`src/dcsw_pkg.sv`:
```
// Constants, state encoding and helpers for the drive command and state word logic
package dcsw_pkg;

    ////////////////////////////////////////////////////////////////////////////////
    // Command word bit positions
    localparam int CW_RAMP_STOP_N = 0;
    localparam int CW_COAST_STOP_N = 1;
    localparam int CW_QUICK_STOP_N = 2;
    localparam int CW_RUN = 3;
    localparam int CW_RAMP_OUT_EN = 4;
    localparam int CW_RAMP_RUN = 5;
    localparam int CW_RAMP_IN_EN = 6;
    localparam int CW_FAULT_RESET = 7;
    localparam int CW_REMOTE = 10;
    localparam int CW_LOC_B = 11;
    localparam int CW_USER_LO = 12;
    localparam int USER_W = 4;

    ////////////////////////////////////////////////////////////////////////////////
    // State word bit positions
    localparam int SW_READY_SWON = 0;
    localparam int SW_READY_OP = 1;
    localparam int SW_OP_ENABLED = 2;
    localparam int SW_FAULT = 3;
    localparam int SW_COAST_OFF = 4;
    localparam int SW_QUICK_OFF = 5;
    localparam int SW_SWON_INHIBIT = 6;
    localparam int SW_WARNING = 7;
    localparam int SW_ON_TARGET = 8;
    localparam int SW_REMOTE = 9;
    localparam int SW_ABOVE_LIMIT = 10;
    localparam int SW_USER_LO = 11;
    localparam int DSW2_ABOVE_LIMIT = 10;

    ////////////////////////////////////////////////////////////////////////////////
    // Reset values, widths and timing
    localparam logic [15:0] CMD_RST = 16'h0000;
    localparam logic [15:0] STAT_RST = 16'h0000;
    localparam int USER_SEL_W = 3;
    localparam int INT_SIG_W = 8;
    localparam int CLK_FREQ_HZ = 40000000;
    localparam int QSTOP_TIME_US = 1000;
    localparam int QSTOP_CYCLES = QSTOP_TIME_US * (CLK_FREQ_HZ / 1000000);

    typedef enum logic [7:0] {
        ST_SWON_INHIBIT = 8'h01,
        ST_READY_SWON = 8'h02,
        ST_READY_OP = 8'h04,
        ST_OP_ENABLED = 8'h08,
        ST_RAMP_STOP = 8'h10,
        ST_COAST_STOP = 8'h20,
        ST_QUICK_STOP = 8'h40,
        ST_FAULT = 8'h80
    } dcsw_state_t;

    // Picks one internal signal for a user state bit
    function automatic logic user_pick(input logic [USER_SEL_W-1:0] sel,
                                       input logic [INT_SIG_W-1:0] vec);
        user_pick = vec[sel];
    endfunction

endpackage

```
`src/dcsw_stat_if.sv`:
```
// Flags carried from the sequencer to the state word assembler
`timescale 1ns/1ps
`default_nettype none
interface dcsw_stat_if;
    logic readySwOn;
    logic readyOp;
    logic opEnabled;
    logic faulted;
    logic coastInactive;
    logic quickInactive;
    logic swOnInhibited;
    logic warning;
    logic onTarget;
    logic remote;
    logic aboveLimit;
    modport src(output readySwOn, readyOp, opEnabled, faulted, coastInactive, quickInactive,
                swOnInhibited, warning, onTarget, remote, aboveLimit);
    modport snk(input readySwOn, readyOp, opEnabled, faulted, coastInactive, quickInactive,
                swOnInhibited, warning, onTarget, remote, aboveLimit);
endinterface
`default_nettype wire

```
`src/dcsw_top.sv`:
```
// Command word interpreter and drive sequencer for fieldbus control
//
// Contract
// - Ramp stop low: decelerate on active ramp, then ready to switch on.
// - Coast stop low: coast to stop, then switch-on inhibited.
// - Quick stop low: stop within set time, then switch-on inhibited.
// - Run set with run permissive advances to operation enabled.
// - Run cleared inhibits operation, back to operation inhibited.
// - Bit 4 low forces ramp output to zero; high enables it.
// - Bit 5 low freezes ramp output; high lets it ramp.
// - Bit 6 low forces ramp input to zero; high operates normally.
// - Bit 6 counts only when the fieldbus is its configured source.
// - Rising bit 7 during a fault clears it, then switch-on inhibited.
// - Bit 7 counts only when the fieldbus is the reset source.
// - Bit 10 enables fieldbus control; else only stop bits 0..2 count.
// - Bit 11 picks location B or A when configured from fieldbus.
// - State bits 0..2 report ready, ready to operate, operation enabled.
// - State bit 6 set while switch-on inhibited.
// - State bit 8 set while operation enabled and actual is within tolerance of reference.
// - State bit 9 set when control is remote.
// - State bit 10 mirrors bit 10 of the second internal status word.
// - State bits 11..14 each carry a configured internal signal.
`timescale 1ns/1ps
`default_nettype none
module dcsw_top #(
    parameter int QSTOP_CYCLES = dcsw_pkg::QSTOP_CYCLES
) (
    input wire logic core_clk,
    input wire logic resetn,
    input wire logic [15:0] cmdWord,
    input wire logic cmdUpdate,
    input wire logic cfgRunPermFromBus,
    input wire logic runPermissiveIn,
    input wire logic cfgRampInFromBus,
    input wire logic cfgResetFromBus,
    input wire logic cfgLocFromBus,
    input wire logic localLocBSelect,
    input wire logic localControl,
    input wire logic faultActive,
    input wire logic warningActive,
    input wire logic speedZero,
    input wire logic signed [15:0] actualValue,
    input wire logic signed [15:0] referenceValue,
    input wire logic [15:0] targetTolerance,
    input wire logic [15:0] driveStatusWord2,
    input wire logic [4*dcsw_pkg::USER_SEL_W-1:0] userSel,
    input wire logic [dcsw_pkg::INT_SIG_W-1:0] userSignals,
    output logic [15:0] statusWord,
    output logic modulatorOn,
    output logic rampOutZero,
    output logic rampHold,
    output logic rampInZero,
    output logic rampStopActive,
    output logic coastStopActive,
    output logic quickStopActive,
    output logic faultClear,
    output logic locBSelected,
    output logic [dcsw_pkg::USER_W-1:0] userCmdBits
);
    import dcsw_pkg::*;

    localparam int CNT_W = $clog2(QSTOP_CYCLES + 1);

    generate
        if (QSTOP_CYCLES < 1) begin : g_bad_qstop
            $error("QSTOP_CYCLES must be at least one");
        end
    endgenerate

    ////////////////////////////////////////////////////////////////////////////////
    // Command capture
    logic [15:0] stopBits_q;
    logic [15:0] cmdAcc_q;
    logic busCtrl_q;
    logic resetPrev_q;
    logic [15:0] cmdAcc_d;
    logic acceptWord;
    logic resetEdge;

    // Stop bits are live whatever bit 10 says; everything else freezes
    // at its last accepted value while fieldbus control is withdrawn.
    assign acceptWord = cmdUpdate && cmdWord[CW_REMOTE];
    assign cmdAcc_d = acceptWord ? cmdWord : cmdAcc_q;

    // Edge is judged per cyclic update, so a bit held high across
    // updates never resets twice.
    assign resetEdge = cmdUpdate && cmdWord[CW_FAULT_RESET] && !resetPrev_q
                       && cmdWord[CW_REMOTE] && cfgResetFromBus;

    always_ff @(posedge core_clk or negedge resetn) begin
        if (!resetn) begin
            stopBits_q <= CMD_RST;
            cmdAcc_q <= CMD_RST;
            busCtrl_q <= 1'b0;
            resetPrev_q <= 1'b0;
        end else begin
            if (cmdUpdate) begin
                stopBits_q <= cmdWord;
                busCtrl_q <= cmdWord[CW_REMOTE];
                resetPrev_q <= cmdWord[CW_FAULT_RESET];
            end
            cmdAcc_q <= cmdAcc_d;
        end
    end

    ////////////////////////////////////////////////////////////////////////////////
    // Decoded command levels
    wire rampStopReq = !stopBits_q[CW_RAMP_STOP_N];
    wire coastStopReq = !stopBits_q[CW_COAST_STOP_N];
    wire quickStopReq = !stopBits_q[CW_QUICK_STOP_N];
    wire runCmd = cmdAcc_q[CW_RUN];
    wire runPermissive = cfgRunPermFromBus ? runCmd : runPermissiveIn;
    wire runOk = runCmd && runPermissive;
    wire rampOutEn = cmdAcc_q[CW_RAMP_OUT_EN];
    wire rampRunEn = cmdAcc_q[CW_RAMP_RUN];
    // When another source owns ramp input, this bit reads as "normal"
    wire rampInEn = cfgRampInFromBus ? cmdAcc_q[CW_RAMP_IN_EN] : 1'b1;
    wire locB = cfgLocFromBus ? cmdAcc_q[CW_LOC_B] : localLocBSelect;

    ////////////////////////////////////////////////////////////////////////////////
    // Quick stop timer
    logic [CNT_W-1:0] qsCnt_q;
    logic [CNT_W-1:0] qsCnt_d;
    logic qsExpired;
    dcsw_state_t state_q;
    dcsw_state_t state_d;

    assign qsExpired = (qsCnt_q == CNT_W'(QSTOP_CYCLES));
    assign qsCnt_d = (state_q != ST_QUICK_STOP) ? '0
                   : (qsExpired ? qsCnt_q : qsCnt_q + CNT_W'(1));

    always_ff @(posedge core_clk or negedge resetn) begin
        if (!resetn) begin
            qsCnt_q <= '0;
        end else begin
            qsCnt_q <= qsCnt_d;
        end
    end

    ////////////////////////////////////////////////////////////////////////////////
    // Sequencer
    // A fault outranks every stop; coast outranks quick, quick outranks
    // ramp stop, matching how hard each one takes torque away.
    always_comb begin
        state_d = state_q;
        case (state_q)
            ST_SWON_INHIBIT: begin
                if (rampStopReq && !coastStopReq && !quickStopReq) begin
                    state_d = ST_READY_SWON;
                end
            end
            ST_READY_SWON: begin
                if (coastStopReq || quickStopReq) begin
                    state_d = ST_SWON_INHIBIT;
                end else if (!rampStopReq) begin
                    state_d = ST_READY_OP;
                end
            end
            ST_READY_OP: begin
                if (coastStopReq || quickStopReq) begin
                    state_d = ST_SWON_INHIBIT;
                end else if (rampStopReq) begin
                    state_d = ST_READY_SWON;
                end else if (runOk) begin
                    state_d = ST_OP_ENABLED;
                end
            end
            ST_OP_ENABLED: begin
                if (coastStopReq) begin
                    state_d = ST_COAST_STOP;
                end else if (quickStopReq) begin
                    state_d = ST_QUICK_STOP;
                end else if (rampStopReq) begin
                    state_d = ST_RAMP_STOP;
                end else if (!runOk) begin
                    state_d = ST_READY_OP;
                end
            end
            ST_RAMP_STOP: begin
                if (coastStopReq) begin
                    state_d = ST_COAST_STOP;
                end else if (quickStopReq) begin
                    state_d = ST_QUICK_STOP;
                end else if (speedZero) begin
                    state_d = ST_READY_SWON;
                end
            end
            ST_COAST_STOP: begin
                if (speedZero) begin
                    state_d = ST_SWON_INHIBIT;
                end
            end
            ST_QUICK_STOP: begin
                if (coastStopReq) begin
                    state_d = ST_COAST_STOP;
                end else if (speedZero || qsExpired) begin
                    state_d = ST_SWON_INHIBIT;
                end
            end
            ST_FAULT: begin
                if (resetEdge) begin
                    state_d = ST_SWON_INHIBIT;
                end
            end
            default: begin
                state_d = ST_SWON_INHIBIT;
            end
        endcase
        // A fault that is still present after a reset re-enters FAULT
        if (faultActive && !(state_q == ST_FAULT && resetEdge)) begin
            state_d = ST_FAULT;
        end
    end

    always_ff @(posedge core_clk or negedge resetn) begin
        if (!resetn) begin
            state_q <= ST_SWON_INHIBIT;
        end else begin
            state_q <= state_d;
        end
    end

    ////////////////////////////////////////////////////////////////////////////////
    // Drive-side outputs
    logic [16:0] diff;
    logic [16:0] absDiff;
    logic onTarget_d;
    logic onTarget_q;
    logic opNow;
    logic running;

    assign opNow = (state_d == ST_OP_ENABLED);
    assign running = opNow || (state_d == ST_RAMP_STOP) || (state_d == ST_QUICK_STOP);

    // Difference is taken one bit wider so full-scale opposite signs
    // cannot wrap into a false match.
    assign diff = 17'(signed'({actualValue[15], actualValue})
                      - signed'({referenceValue[15], referenceValue}));
    assign absDiff = diff[16] ? 17'(-signed'(diff)) : diff;
    assign onTarget_d = (absDiff <= {1'b0, targetTolerance});

    always_ff @(posedge core_clk or negedge resetn) begin
        if (!resetn) begin
            modulatorOn <= 1'b0;
            rampOutZero <= 1'b1;
            rampHold <= 1'b1;
            rampInZero <= 1'b1;
            rampStopActive <= 1'b0;
            coastStopActive <= 1'b0;
            quickStopActive <= 1'b0;
            faultClear <= 1'b0;
            locBSelected <= 1'b0;
            userCmdBits <= '0;
            onTarget_q <= 1'b0;
        end else begin
            modulatorOn <= running;
            rampOutZero <= !(opNow && rampOutEn);
            rampHold <= !rampRunEn;
            rampInZero <= !(opNow && rampInEn);
            rampStopActive <= (state_d == ST_RAMP_STOP);
            coastStopActive <= (state_d == ST_COAST_STOP);
            quickStopActive <= (state_d == ST_QUICK_STOP);
            faultClear <= (state_q == ST_FAULT) && resetEdge;
            locBSelected <= locB;
            // Bits 8 and 9 have no consumer at all
            userCmdBits <= cmdAcc_q[CW_USER_LO +: USER_W];
            onTarget_q <= onTarget_d && (state_q == ST_OP_ENABLED);
        end
    end

    ////////////////////////////////////////////////////////////////////////////////
    // State word
    dcsw_stat_if stat();

    assign stat.readySwOn = (state_q == ST_READY_SWON) || (state_q == ST_READY_OP)
                            || (state_q == ST_OP_ENABLED);
    assign stat.readyOp = (state_q == ST_READY_OP) || (state_q == ST_OP_ENABLED);
    assign stat.opEnabled = (state_q == ST_OP_ENABLED);
    assign stat.faulted = (state_q == ST_FAULT);
    assign stat.coastInactive = !coastStopReq && (state_q != ST_COAST_STOP);
    assign stat.quickInactive = !quickStopReq && (state_q != ST_QUICK_STOP);
    assign stat.swOnInhibited = (state_q == ST_SWON_INHIBIT);
    assign stat.warning = warningActive;
    assign stat.onTarget = onTarget_q;
    assign stat.remote = !localControl;
    assign stat.aboveLimit = driveStatusWord2[DSW2_ABOVE_LIMIT];

    dcsw_status_word u_status (
        .core_clk(core_clk),
        .resetn(resetn),
        .st(stat),
        .userSel(userSel),
        .userSignals(userSignals),
        .statusWord(statusWord)
    );

    // Fieldbus control flag is registered but nothing reads it; the state word takes remote from localControl
    logic unusedBusCtrl;
    assign unusedBusCtrl = busCtrl_q;
endmodule
`default_nettype wire

```
`src/dcsw_status_word.sv`:
```
// Assembles the registered 16-bit drive state word
`timescale 1ns/1ps
`default_nettype none
module dcsw_status_word (
    input wire logic core_clk,
    input wire logic resetn,
    dcsw_stat_if.snk st,
    input wire logic [4*dcsw_pkg::USER_SEL_W-1:0] userSel,
    input wire logic [dcsw_pkg::INT_SIG_W-1:0] userSignals,
    output logic [15:0] statusWord
);
    import dcsw_pkg::*;

    logic [USER_W-1:0] userBits;
    logic [15:0] status_d;

    ////////////////////////////////////////////////////////////////////////////////
    // User bits, each with its own selector
    genvar gi;
    generate
        for (gi = 0; gi < USER_W; gi++) begin : g_user
            assign userBits[gi] = user_pick(userSel[gi*USER_SEL_W +: USER_SEL_W],
                                            userSignals);
        end
    endgenerate

    assign status_d[SW_READY_SWON] = st.readySwOn;
    assign status_d[SW_READY_OP] = st.readyOp;
    assign status_d[SW_OP_ENABLED] = st.opEnabled;
    assign status_d[SW_FAULT] = st.faulted;
    assign status_d[SW_COAST_OFF] = st.coastInactive;
    assign status_d[SW_QUICK_OFF] = st.quickInactive;
    assign status_d[SW_SWON_INHIBIT] = st.swOnInhibited;
    assign status_d[SW_WARNING] = st.warning;
    assign status_d[SW_ON_TARGET] = st.onTarget;
    assign status_d[SW_REMOTE] = st.remote;
    assign status_d[SW_ABOVE_LIMIT] = st.aboveLimit;
    assign status_d[SW_USER_LO +: USER_W] = userBits;
    assign status_d[15] = 1'b0;

    always_ff @(posedge core_clk or negedge resetn) begin
        if (!resetn) begin
            statusWord <= STAT_RST;
        end else begin
            statusWord <= status_d;
        end
    end
endmodule
`default_nettype wire

```
`config.mk`:
```
export PLATFORM = sky130hd
export DESIGN_NAME = dcsw_top
export DESIGN_NICKNAME = d
export VERILOG_FILES = /design/src/dcsw_pkg.sv /design/src/dcsw_stat_if.sv /design/src/dcsw_top.sv /design/src/dcsw_status_word.sv
export SDC_FILE = /design/constraint.sdc
export NUM_CORES = 1
export LEC_CHECK = 0
export ABC_AREA = 1
export BUFFER_PORTS_ARGS = -buffer_cell sky130_fd_sc_hd__buf_2
export CAP_MARGIN = 20
export CORE_UTILIZATION = 54
export DETAILED_ROUTE_END_ITERATION = 16
export PLACE_DENSITY_LB_ADDON = 0.25
export SLEW_MARGIN = 10
export SYNTH_ARGS = -nofsm -noshare
export SYNTH_HDL_FRONTEND = slang
export SYNTH_HIERARCHICAL = 1
export SYNTH_SLANG_ARGS = --single-unit
```
`constraint.sdc`:
```
create_clock -name core_clk -period 2.15 [get_ports core_clk]
set_input_delay 0.1075 -clock core_clk [delete_from_list [all_inputs] [get_ports core_clk]]
set_output_delay 0.1075 -clock core_clk [all_outputs]
set_load 0.01 [all_outputs]
```
==> results of run 1 <==
what timing repair did:
action,4_1_cts,5_1_grt
setup buffers,4,1
resized for setup,11,25
setup endpoints to repair,1,1
pin swaps,12,16
hold endpoints to repair,41,0
hold buffers,18,0
how the worst max path moves through the flow:
stage | cells after the start | end | slack [ns]
5_1_grt | 25 | onTarget_q | -0.75
6_report | 26 | onTarget_q | -0.61
2_1_floorplan | 24 | onTarget_q | -0.76
3_5_place_dp | 25 | onTarget_q | -1.08
4_1_cts | 25 | onTarget_q | -0.58
3_3_place_gp | 26 | onTarget_q | -0.93
metal layers:
metal,GRT usage (%),up-vias
met5,0,-
met4,11.6,0
met3,4.04,29
met2,50.5,146
li1,-,2829
met1,29.6,2488
worst max-delay path, cell delays in order:
cell	delay, ns
buf_6	0.07
inv_2	0.04
ha_4	0.16
fa_2	0.57
ha_4	0.15
inv_2	0.04
nor2_4	0.07
nand3_2	0.09
nor2_2	0.10
nand2_2	0.08
nor2_4	0.15
nand3_2	0.09
nand2_1	0.09
nand2_1	0.05
nand2_1	0.05
inv_1	0.04
ha_1	0.31
inv_1	0.15
nor3_2	0.07
a211oi_2	0.15
nand2_1	0.08
nand2_1	0.06
nand2_1	0.05
nand2_1	0.06
nand2_1	0.04
nor2_1	0.11
per-stage QoR:
step                hold WS, ns  TNS (ns)  power [mW]  instances
floorplan                -0.188    -0.760        2.33        774
global placement          0.145    -0.925        2.82       1083
detailed placement        0.154     -1.08        2.88       1083
CTS                    0.000769    -0.583        4.33       1121
global route            0.00647    -0.754        4.71       1122
finish                  0.00955    -0.614        4.44       1122
layout make-up:
class | instances | share of cell area, %
sequential | 66 | 23.5
tap | 129 | 2.29
inverter | 166 | 8.92
clock inverter | 6 | 1.96
multi-input combinational | 536 | 42.6
clock buffer | 10 | 1.81
timing repair buffer | 209 | 18.9
power by group through the flow:
| stage | Clock [mW] | Combinational, mW | Sequential, mW |
|---|---|---|---|
| 6_report | 1.38 | 1.68 | 1.37 |
| 5_1_grt | 1.46 | 1.87 | 1.38 |
| 4_1_cts | 1.40 | 1.56 | 1.37 |
| 3_5_place_dp | 0 | 1.49 | 1.39 |
| 3_3_place_gp | 0 | 1.43 | 1.39 |
| 2_1_floorplan | 0 | 0.926 | 1.41 |
kinds of logic after synthesis:
group	synth area share, %
XOR/XNOR	2.48
AO/OA/AOI/OAI	7.45
flip-flops	31.9
AND/OR/NAND/NOR	34.4
buffers and inverters	13.1
multiplexers	1.74
adder cells (fa/ha/maj)	8.83
other	0.0723
synth_stat cells, types with 2 or more instances:
| cell | number | area share, % |
|---|---|---|
| xnor2_1 | 6 | 1.0 |
| nor2_2 | 7 | 0.84 |
| nand3b_1 | 4 | 0.58 |
| nor3_1 | 13 | 1.3 |
| o21ai_0 | 25 | 2.4 |
| a21oi_1 | 26 | 2.5 |
| o21bai_1 | 2 | 0.29 |
| o21ai_1 | 5 | 0.48 |
| nand3_1 | 53 | 5.1 |
| nand3_2 | 3 | 0.58 |
| nand2_2 | 10 | 1.2 |
| buf_2 | 2 | 0.19 |
| inv_2 | 11 | 0.80 |
| nor2_1 | 71 | 5.1 |
| nand2_1 | 221 | 16 |
| mux2_2 | 8 | 1.7 |
| nand2_4 | 2 | 0.43 |
| nand4_1 | 18 | 2.2 |
| xor2_1 | 5 | 0.84 |
| inv_1 | 153 | 11 |
| ha_1 | 35 | 8.4 |
| dfrtp_1 | 62 | 30 |
| a211oi_1 | 2 | 0.29 |
| and2_1 | 2 | 0.24 |
| dfstp_2 | 4 | 2.0 |
flip-flops by register name, indices dropped and copies added (netlist names), 3 cells and up:
name / count
cmdAcc_q: 9
qsCnt_q: 16
state_q: 8
stopBits_q: 3
u_status/statusWord: 15
userCmdBits: 4
==> metrics.cfg, run 1 <==
[status]
status=complete, but fails checks
failed_checks=setup timing

[yosys]
syn_avg_cell_area_um2=6.70
ys_ff_latch=66
yosysWarnings=6
synth_edf_count=0
yosysSeqAreaShare_pct=31.9
netlist_area_mm2=0.00519
synthCells=774
synth.distinct_cells=49
syn_nets=923
synth_flop_cell=dfrtp_1
async_reset_ff_share_pct=100

[detailed_routing]
wl_met1_um=5400
drc=0
drt-pass1-iter-count=4
wl_um=13200
route.met3.wl_um=427
vias=5492
via_per_inst=4.89
ant_nets=0
wl_per_cell_um=11.7
route.top_layer_used=met4
dr_wl_met2_um=6980
dr.first_iter.drc_count=218

[place]
gp_congestion=0.884
dpl.hpwl_um=10200
dpl-instance-area_mm2=0.00640
port_buffers=123
dp_slack_ns=-1.08

[setup_path]
r2r-start=state_q[0]
start_kind=input pin
startpoint=actualValue[0]
ff2ff_setup_slack_ns=0.26
critical_path_class=in -> reg
arrival_ns=3.02
end_kind=register
worstPathMaxFanout=4
reg2regPathDepth=11
required_ns=2.41
rr_endpoint=modulatorOn

[timing]
setup_viol=1
tightest_slew_ns=0.611
skew_ns=0.0152
finalCriticalPeriod_ns=2.76
finalHoldViolCount=0
max_freq_mhz=362
finalWorstSetupSlack_ns=-0.614
period_share_pct=129
slew-limit-headroom_pct=59.3
maxSlewViolCount=0
rsz0062_at_grt=yes

[clock_tree]
htreeDepth=3
cts_tree=built
clock_sinks=66
clockBufferDepth=2
insertion_delay_ns=0.34
cts_made_buffers=9
cts-root-buf=clkbuf_8
clk_pin_slew_ns=0.08

[global_routing]
overflow=0
grt_start_max_net_pins=42
antenna_found_initial=0
grt_pass1_wl_um=21700
grt_pass1_vias=5257
grt_usage_pct=26.7

[cells_and_area]
drive_gt1_share_pct=28.7
final_common_cell=nand2_1
nFillCells=715
mostFrequentLayoutCells=218 x nand2_1, 149 x inv_1, 121 x buf_2
area.sequential_mm2=0.00166
multi_input_area_mm2=0.00300
stdcell_area_mm2=0.00704
antenna_cells=0
fin_util_pct=75.8
nets=1137
area_delta_synth_final_pct=35.7

[power_and_ir_drop]
pwr-share-clk_pct=31.2
pwr-share-comb_pct=37.9
p_leak_nw=4.05
vdd_drop_max_mv=0.358
p_sw_mw=1.45
seqPwrFrac_pct=30.9
switching_share_pct=32.7
power_density_mw_per_mm2=630
p_int_mw=2.98

[floorplanning]
ios=142
fp.dieArea_mm2=0.0100
coreArea_mm2=0.00928
die_y_um=100
fp-row-count=35
start_util_pct=55.9
die_width_um=100

[job]
maxCapViolCount=0

[worst_hold_path]
whs_endpoint=cmdAcc_q[6]
hp-class=in -> reg
holdPathStages=3
worstHoldStart=cmdWord[6]

No activity file was read; power rests on OpenSTA's default activity.
==> run 2: changes to the inputs <==
--- a/config.mk
+++ b/config.mk
@@ -14,5 +14,4 @@
 export SLEW_MARGIN = 10
 export SYNTH_ARGS = -nofsm -noshare
 export SYNTH_HDL_FRONTEND = slang
-export SYNTH_HIERARCHICAL = 1
 export SYNTH_SLANG_ARGS = --single-unit
==> run 2 against run 1 <==
  * The run ends with hold timing, setup timing left
  * Sequential power hardly changed
  * Sequential cell count unchanged
  * First-iteration DRC count grew 1.8%
  * Global-route usage is 1.4 points higher
  * Worst setup slack gained 0.026 ns
  * Critical endpoint unchanged
  * Highest routed layer unchanged
  * Critical path depth increased by 1
  * Core utilization increased by 1.0 points
  * Register-to-register slack improved by 0.02 ns
  * Die area is 0.83% higher
==> metrics.cfg, run 2 <==
[status]
status=complete, but fails checks
failed_checks=hold timing, setup timing

[setup_path]
required_ns=2.38
arrival_ns=2.97
cp_slowest_cell=fa_2
ff2ff_setup_slack_ns=0.28
start_kind=input pin
rr_endpoint=modulatorOn
worstPathMaxFanout=3
critical_path_class=in -> reg
slowest_delay_ns=0.59
cpMostUsedCell=nand2_1
cp.buffers_inverters=3
end_kind=register
reg2regPathDepth=11
path_delay_family=simple AND/OR/NAND/NOR gates
r2r-start=state_q[0]

[timing]
finalWorstSetupSlack_ns=-0.588
period_share_pct=127
timing.hold.ws_ns=-0.000406
maxSlewViolCount=0
max_freq_mhz=365
finalHoldViolCount=1
setup_viol=1
skew_ns=0.0136
rsz0062_at_grt=yes
finalCriticalPeriod_ns=2.74

[place]
dpl.hpwl_um=10400
dp_slack_ns=-0.987
gp_congestion=0.875
dp_cells=1080
port_buffers=123

[cells_and_area]
nFillCells=680
area_delta_synth_final_pct=37.0
area.sequential_mm2=0.00166
multi_input_area_mm2=0.00314
top_regs=qsCnt_q x16, u_status.statusWord x15, cmdAcc_q x9
final_cells=1120
fin_util_pct=76.8
antenna_cells=0
final_common_cell=nand2_1
largest-register=qsCnt_q
largest_reg_flops=16
nets=1135
mostFrequentLayoutCells=180 x nand2_1, 142 x inv_1, 121 x buf_2
drive_gt1_share_pct=31.7

[yosys]
yosysWarnings=0
ys_ff_latch=66
synth_flop_cell=dfrtp_1
yosysSeqAreaShare_pct=31.7
yosysMostFrequentCell=nand2_1
synth_xor_area_share_pct=2.32
synth_area_leaders=dfrtp_1 30%, nand2_1 13%, inv_1 10%
syn_nets=906
yosys.area_share.simple_pct=33.6
synth.distinct_cells=48
netlist_area_mm2=0.00523
ys_top_cells_by_count=183 x nand2_1, 145 x inv_1, 77 x nor2_1
async_reset_ff_share_pct=100
synth_compound_area_share_pct=10.3
yosys.area.top_type=dfrtp_1
synth_top_area_share_pct=29.7
synthCells=757
synth_top_family_by_area=simple AND/OR/NAND/NOR gates
syn_avg_cell_area_um2=6.91
synth_mux_area_share_pct=1.72
synth_fa_ha_area_share_pct=8.75
synth_edf_count=0

[worst_hold_path]
whs_endpoint=cmdAcc_q[14]
worstHoldStart=cmdWord[14]
hp-class=in -> reg
holdPathStages=2

[power_and_ir_drop]
vdd_drop_max_mv=0.280
power_density_mw_per_mm2=585
p_leak_nw=4.01
total_power_mw=4.19

[clock_tree]
clk_pin_slew_ns=0.07
htreeDepth=3
cts-root-buf=clkbuf_8
clock_sinks=66
clockBufferDepth=2
cts_made_buffers=9
cts_tree=built
insertion_delay_ns=0.35

[floorplanning]
fp-row-count=35
coreArea_mm2=0.00933
start_util_pct=56.1
die_width_um=100
ios=142
die_y_um=100
fp.dieArea_mm2=0.0101

[job]
maxCapViolCount=0

[detailed_routing]
wl_per_cell_um=12.2
drc=0
wl_um=13700
via_per_inst=5.01
vias=5612
ant_nets=0
dr.first_iter.drc_count=222
drt-pass1-iter-count=5

[global_routing]
grt_start_max_net_pins=67
overflow=0
grt_usage_pct=28.1
grt_pass1_wl_um=23000
grt_pass1_vias=5572
antenna_found_initial=0

==> run 2: what timing repair did <==
action / CTS / global route
hold buffers: 17 / 1
gates cloned: 0 / 0
gates resized for setup: 8 / 30
pin swaps: 16 / 26
setup buffers: 4 / 3
endpoints found under the setup margin: 1 / 1
hold endpoints to repair: 78 / 1
==> run 2: cell families (layout without fill, tap and decap cells) <==
kind of cell             after synthesis  count (layout)
AO/OA/AOI/OAI                         97              97
XOR/XNOR                              13              13
adder cells (fa/ha/maj)               36              36
buffers and inverters                155             389
flip-flops                            66              66
multiplexers                           8               8
other                                  1               1
AND/OR/NAND/NOR                      381             381
==> run 2: power breakdown <==
part	internal [mW]	switching, mW
Combinational	0.792	0.966
Sequential	1.33	0.0445
Clock	0.568	0.486
Total	2.69	1.50
==> run 2: worst max path at each step <==
stage                     depth (start not counted)          to      startpoint  slack [ns]
final                                            27  onTarget_q  actualValue[0]       -0.59
after global routing                             27  onTarget_q  actualValue[0]       -0.81
after CTS                                        27  onTarget_q  actualValue[0]       -0.58
after detailed placement                         27  onTarget_q  actualValue[0]       -0.99
after global placement                           27  onTarget_q  actualValue[0]       -0.84
after floorplan                                  26  onTarget_q  actualValue[0]       -0.63
==> run 2: cell type report <==
cell class	instances	area share, %
clock inverters	4	0.716
clock buffers	12	2.03
multi-input cells	536	43.8
repair buffers	223	20.2
well taps	129	2.25
inverters	150	7.96
flip-flops and latches	66	23.1
==> run 2: metal layers <==
metal  vias up  track usage [%]  wire (um)
met2       150             51.7       7220
met5         -                0          0
met3        48             3.76        480
li1       2853                -          -
met1      2561             32.3       5520
met4         0             12.5        468
==> run 2: stage by stage <==
step / TNS [ns] / cell area [um2]
2_1_floorplan: -0.634 / 5260
3_3_place_gp: -0.841 / 6580
3_5_place_dp: -0.987 / 6580
4_1_cts: -0.585 / 7010
5_1_grt: -0.811 / 7170
6_report: -0.588 / 7170
==> run 3: changes to the inputs <==
--- a/config.mk
+++ b/config.mk
@@ -8,9 +8,8 @@
 export ABC_AREA = 1
 export BUFFER_PORTS_ARGS = -buffer_cell sky130_fd_sc_hd__buf_2
 export CAP_MARGIN = 20
-export CORE_UTILIZATION = 54
+export CORE_UTILIZATION = 30
 export DETAILED_ROUTE_END_ITERATION = 16
-export PLACE_DENSITY_LB_ADDON = 0.25
 export SLEW_MARGIN = 10
 export SYNTH_ARGS = -nofsm -noshare
 export SYNTH_HDL_FRONTEND = slang
==> run 3 against run 2 <==
  * The run ends with setup timing left
  * Fmax increased by 2.7%
  * Global-route usage decreased by 13 points
  * Die area increased by 78%
  * Register-to-register slack is essentially flat
  * Cell count up 7.1%
  * Sequential power barely moved
  * Non-clock buffer count shrank 12
  * Final area increased by 0.84%
  * Sequential cell count unchanged
  * Critical path type unchanged
==> metrics.cfg, run 3 (synthesized netlist as in run 2, its figures left out) <==
[timing]
max_freq_mhz=375
maxSlewViolCount=0
slew-limit-headroom_pct=54.4
finalHoldViolCount=0
finalCriticalPeriod_ns=2.67
period_share_pct=124
tightest_slew_ns=0.683
setup_viol=1
finalWorstSetupSlack_ns=-0.517
skew_ns=0.00398
rsz0062_at_grt=yes

[clock_tree]
insertion_delay_ns=0.33
cts-root-buf=clkbuf_16
clockBufferDepth=2
clk_pin_slew_ns=0.05
cts_made_buffers=9
clock_sinks=66
cts_tree=built
htreeDepth=3

[place]
port_buffers=123
dpl.hpwl_um=10500
gp_congestion=0.862
dpl-instance-area_mm2=0.00669

[cells_and_area]
mostFrequentLayoutCells=181 x nand2_1, 142 x inv_1, 121 x buf_2
nets=1123
largest-register=qsCnt_q
multi_input_area_mm2=0.00306
area.sequential_mm2=0.00166
drive_gt1_share_pct=30.2
antenna_cells=0
area_delta_synth_final_pct=38.1
nFillCells=1771
largest_reg_flops=16
final_common_cell=nand2_1
fin_util_pct=43.0
top_regs=qsCnt_q x16, u_status.statusWord x15, cmdAcc_q x9
stdcell_area_mm2=0.00723

[detailed_routing]
vias=5249
drc=0
via_per_inst=4.38
ant_nets=0
wl_um=12700
drt-pass1-iter-count=5
dr.first_iter.drc_count=223
wl_per_cell_um=10.6

[global_routing]
grt_pass1_vias=5135
grt_pass1_wl_um=21900
grt_usage_pct=14.8
grt_start_max_net_pins=37
antenna_found_initial=1
overflow=0

[job]
maxCapViolCount=0

[power_and_ir_drop]
vdd_drop_max_mv=0.416
p_leak_nw=4.01
total_power_mw=4.59
power_density_mw_per_mm2=635

[setup_path]
arrival_ns=2.89
worstPathMaxFanout=3
start_kind=input pin
required_ns=2.37
critical_path_class=in -> reg
end_kind=register

[floorplanning]
die_y_um=134
fp-row-count=47
fp.dieArea_mm2=0.0180
coreArea_mm2=0.0168
start_util_pct=31.1
die_width_um=134
ios=142

[worst_hold_path]
hp-class=in -> reg

[status]
failed_checks=setup timing
status=complete, but fails checks

## run 3: critical path, stage by stage
cell	delay (ns)
buf_8	0.07
inv_4	0.03
ha_4	0.15
fa_2	0.58
ha_4	0.15
inv_4	0.03
nor2_4	0.09
nand2_2	0.06
buf_4	0.12
buf_4	0.13
nand2_4	0.06
xor2_2	0.12
inv_1	0.08
ha_4	0.27
nand2_1	0.06
nor2_1	0.16
nand3b_1	0.10
nand3_1	0.08
nand2_1	0.05
nand2_1	0.05
nand2_1	0.05
nand2_1	0.05
nand2_1	0.04
nand2_1	0.05
nand2_1	0.04
nand2_1	0.05
nor2_1	0.04
## run 3: metal layers
metal,track usage (%),vias up,wire length (um)
met1,17.4,2315,5750
met4,4.99,2,265
li1,-,2827,-
met2,27.3,85,6280
met3,2.00,20,349
met5,0,-,13
## run 3: cell type report
type                       count  share of cell area, %
timing repair buffer         211                   18.4
sequential                    66                   22.9
clock inverter                 4                   1.02
multi-input combinational    536                   42.4
clock buffer                  12                   3.55
tap                          220                   3.81
inverter                     150                   7.90
## run 3: final timing paths
kind	from	endpoint	slack, ns	depth (start not counted)
min in group asynchronous	resetn	u_status.statusWord[8]	0.35	2
max reg2reg	state_q[0]	modulatorOn	0.29	11
max	actualValue[0]	onTarget_q	-0.52	27
min reg2reg	cmdAcc_q[5]	rampHold	0.37	1
min	cmdWord[14]	cmdAcc_q[14]	0.005	2
max in group asynchronous	resetn	rampInZero	1.10	3
## run 3: metrics by stage
step,hold WS (ns),cells,setup slack [ns],setup TNS (ns)
2_1_floorplan,-0.188,757,-0.634,-0.634
3_3_place_gp,0.190,1171,-0.886,-0.886
3_5_place_dp,0.192,1171,-0.947,-0.947
4_1_cts,0.00167,1199,-0.594,-0.594
5_1_grt,0.00451,1199,-0.751,-0.751
6_report,0.00494,1199,-0.517,-0.517
## run 3: timing repair
| action | 4_1_cts | 5_1_grt |
|---|---|---|
| resized for setup | 7 | 14 |
| hold endpoints to repair | 38 | 0 |
| setup endpoints to repair | 1 | 1 |
| setup buffers | 1 | 0 |
| hold buffers | 11 | 0 |
| pin swaps | 16 | 20 |
## run 3: report_power, final
part           switching (mW)  internal, mW
logic                   0.884         0.739
clock network           0.513          1.08
registers              0.0415          1.34
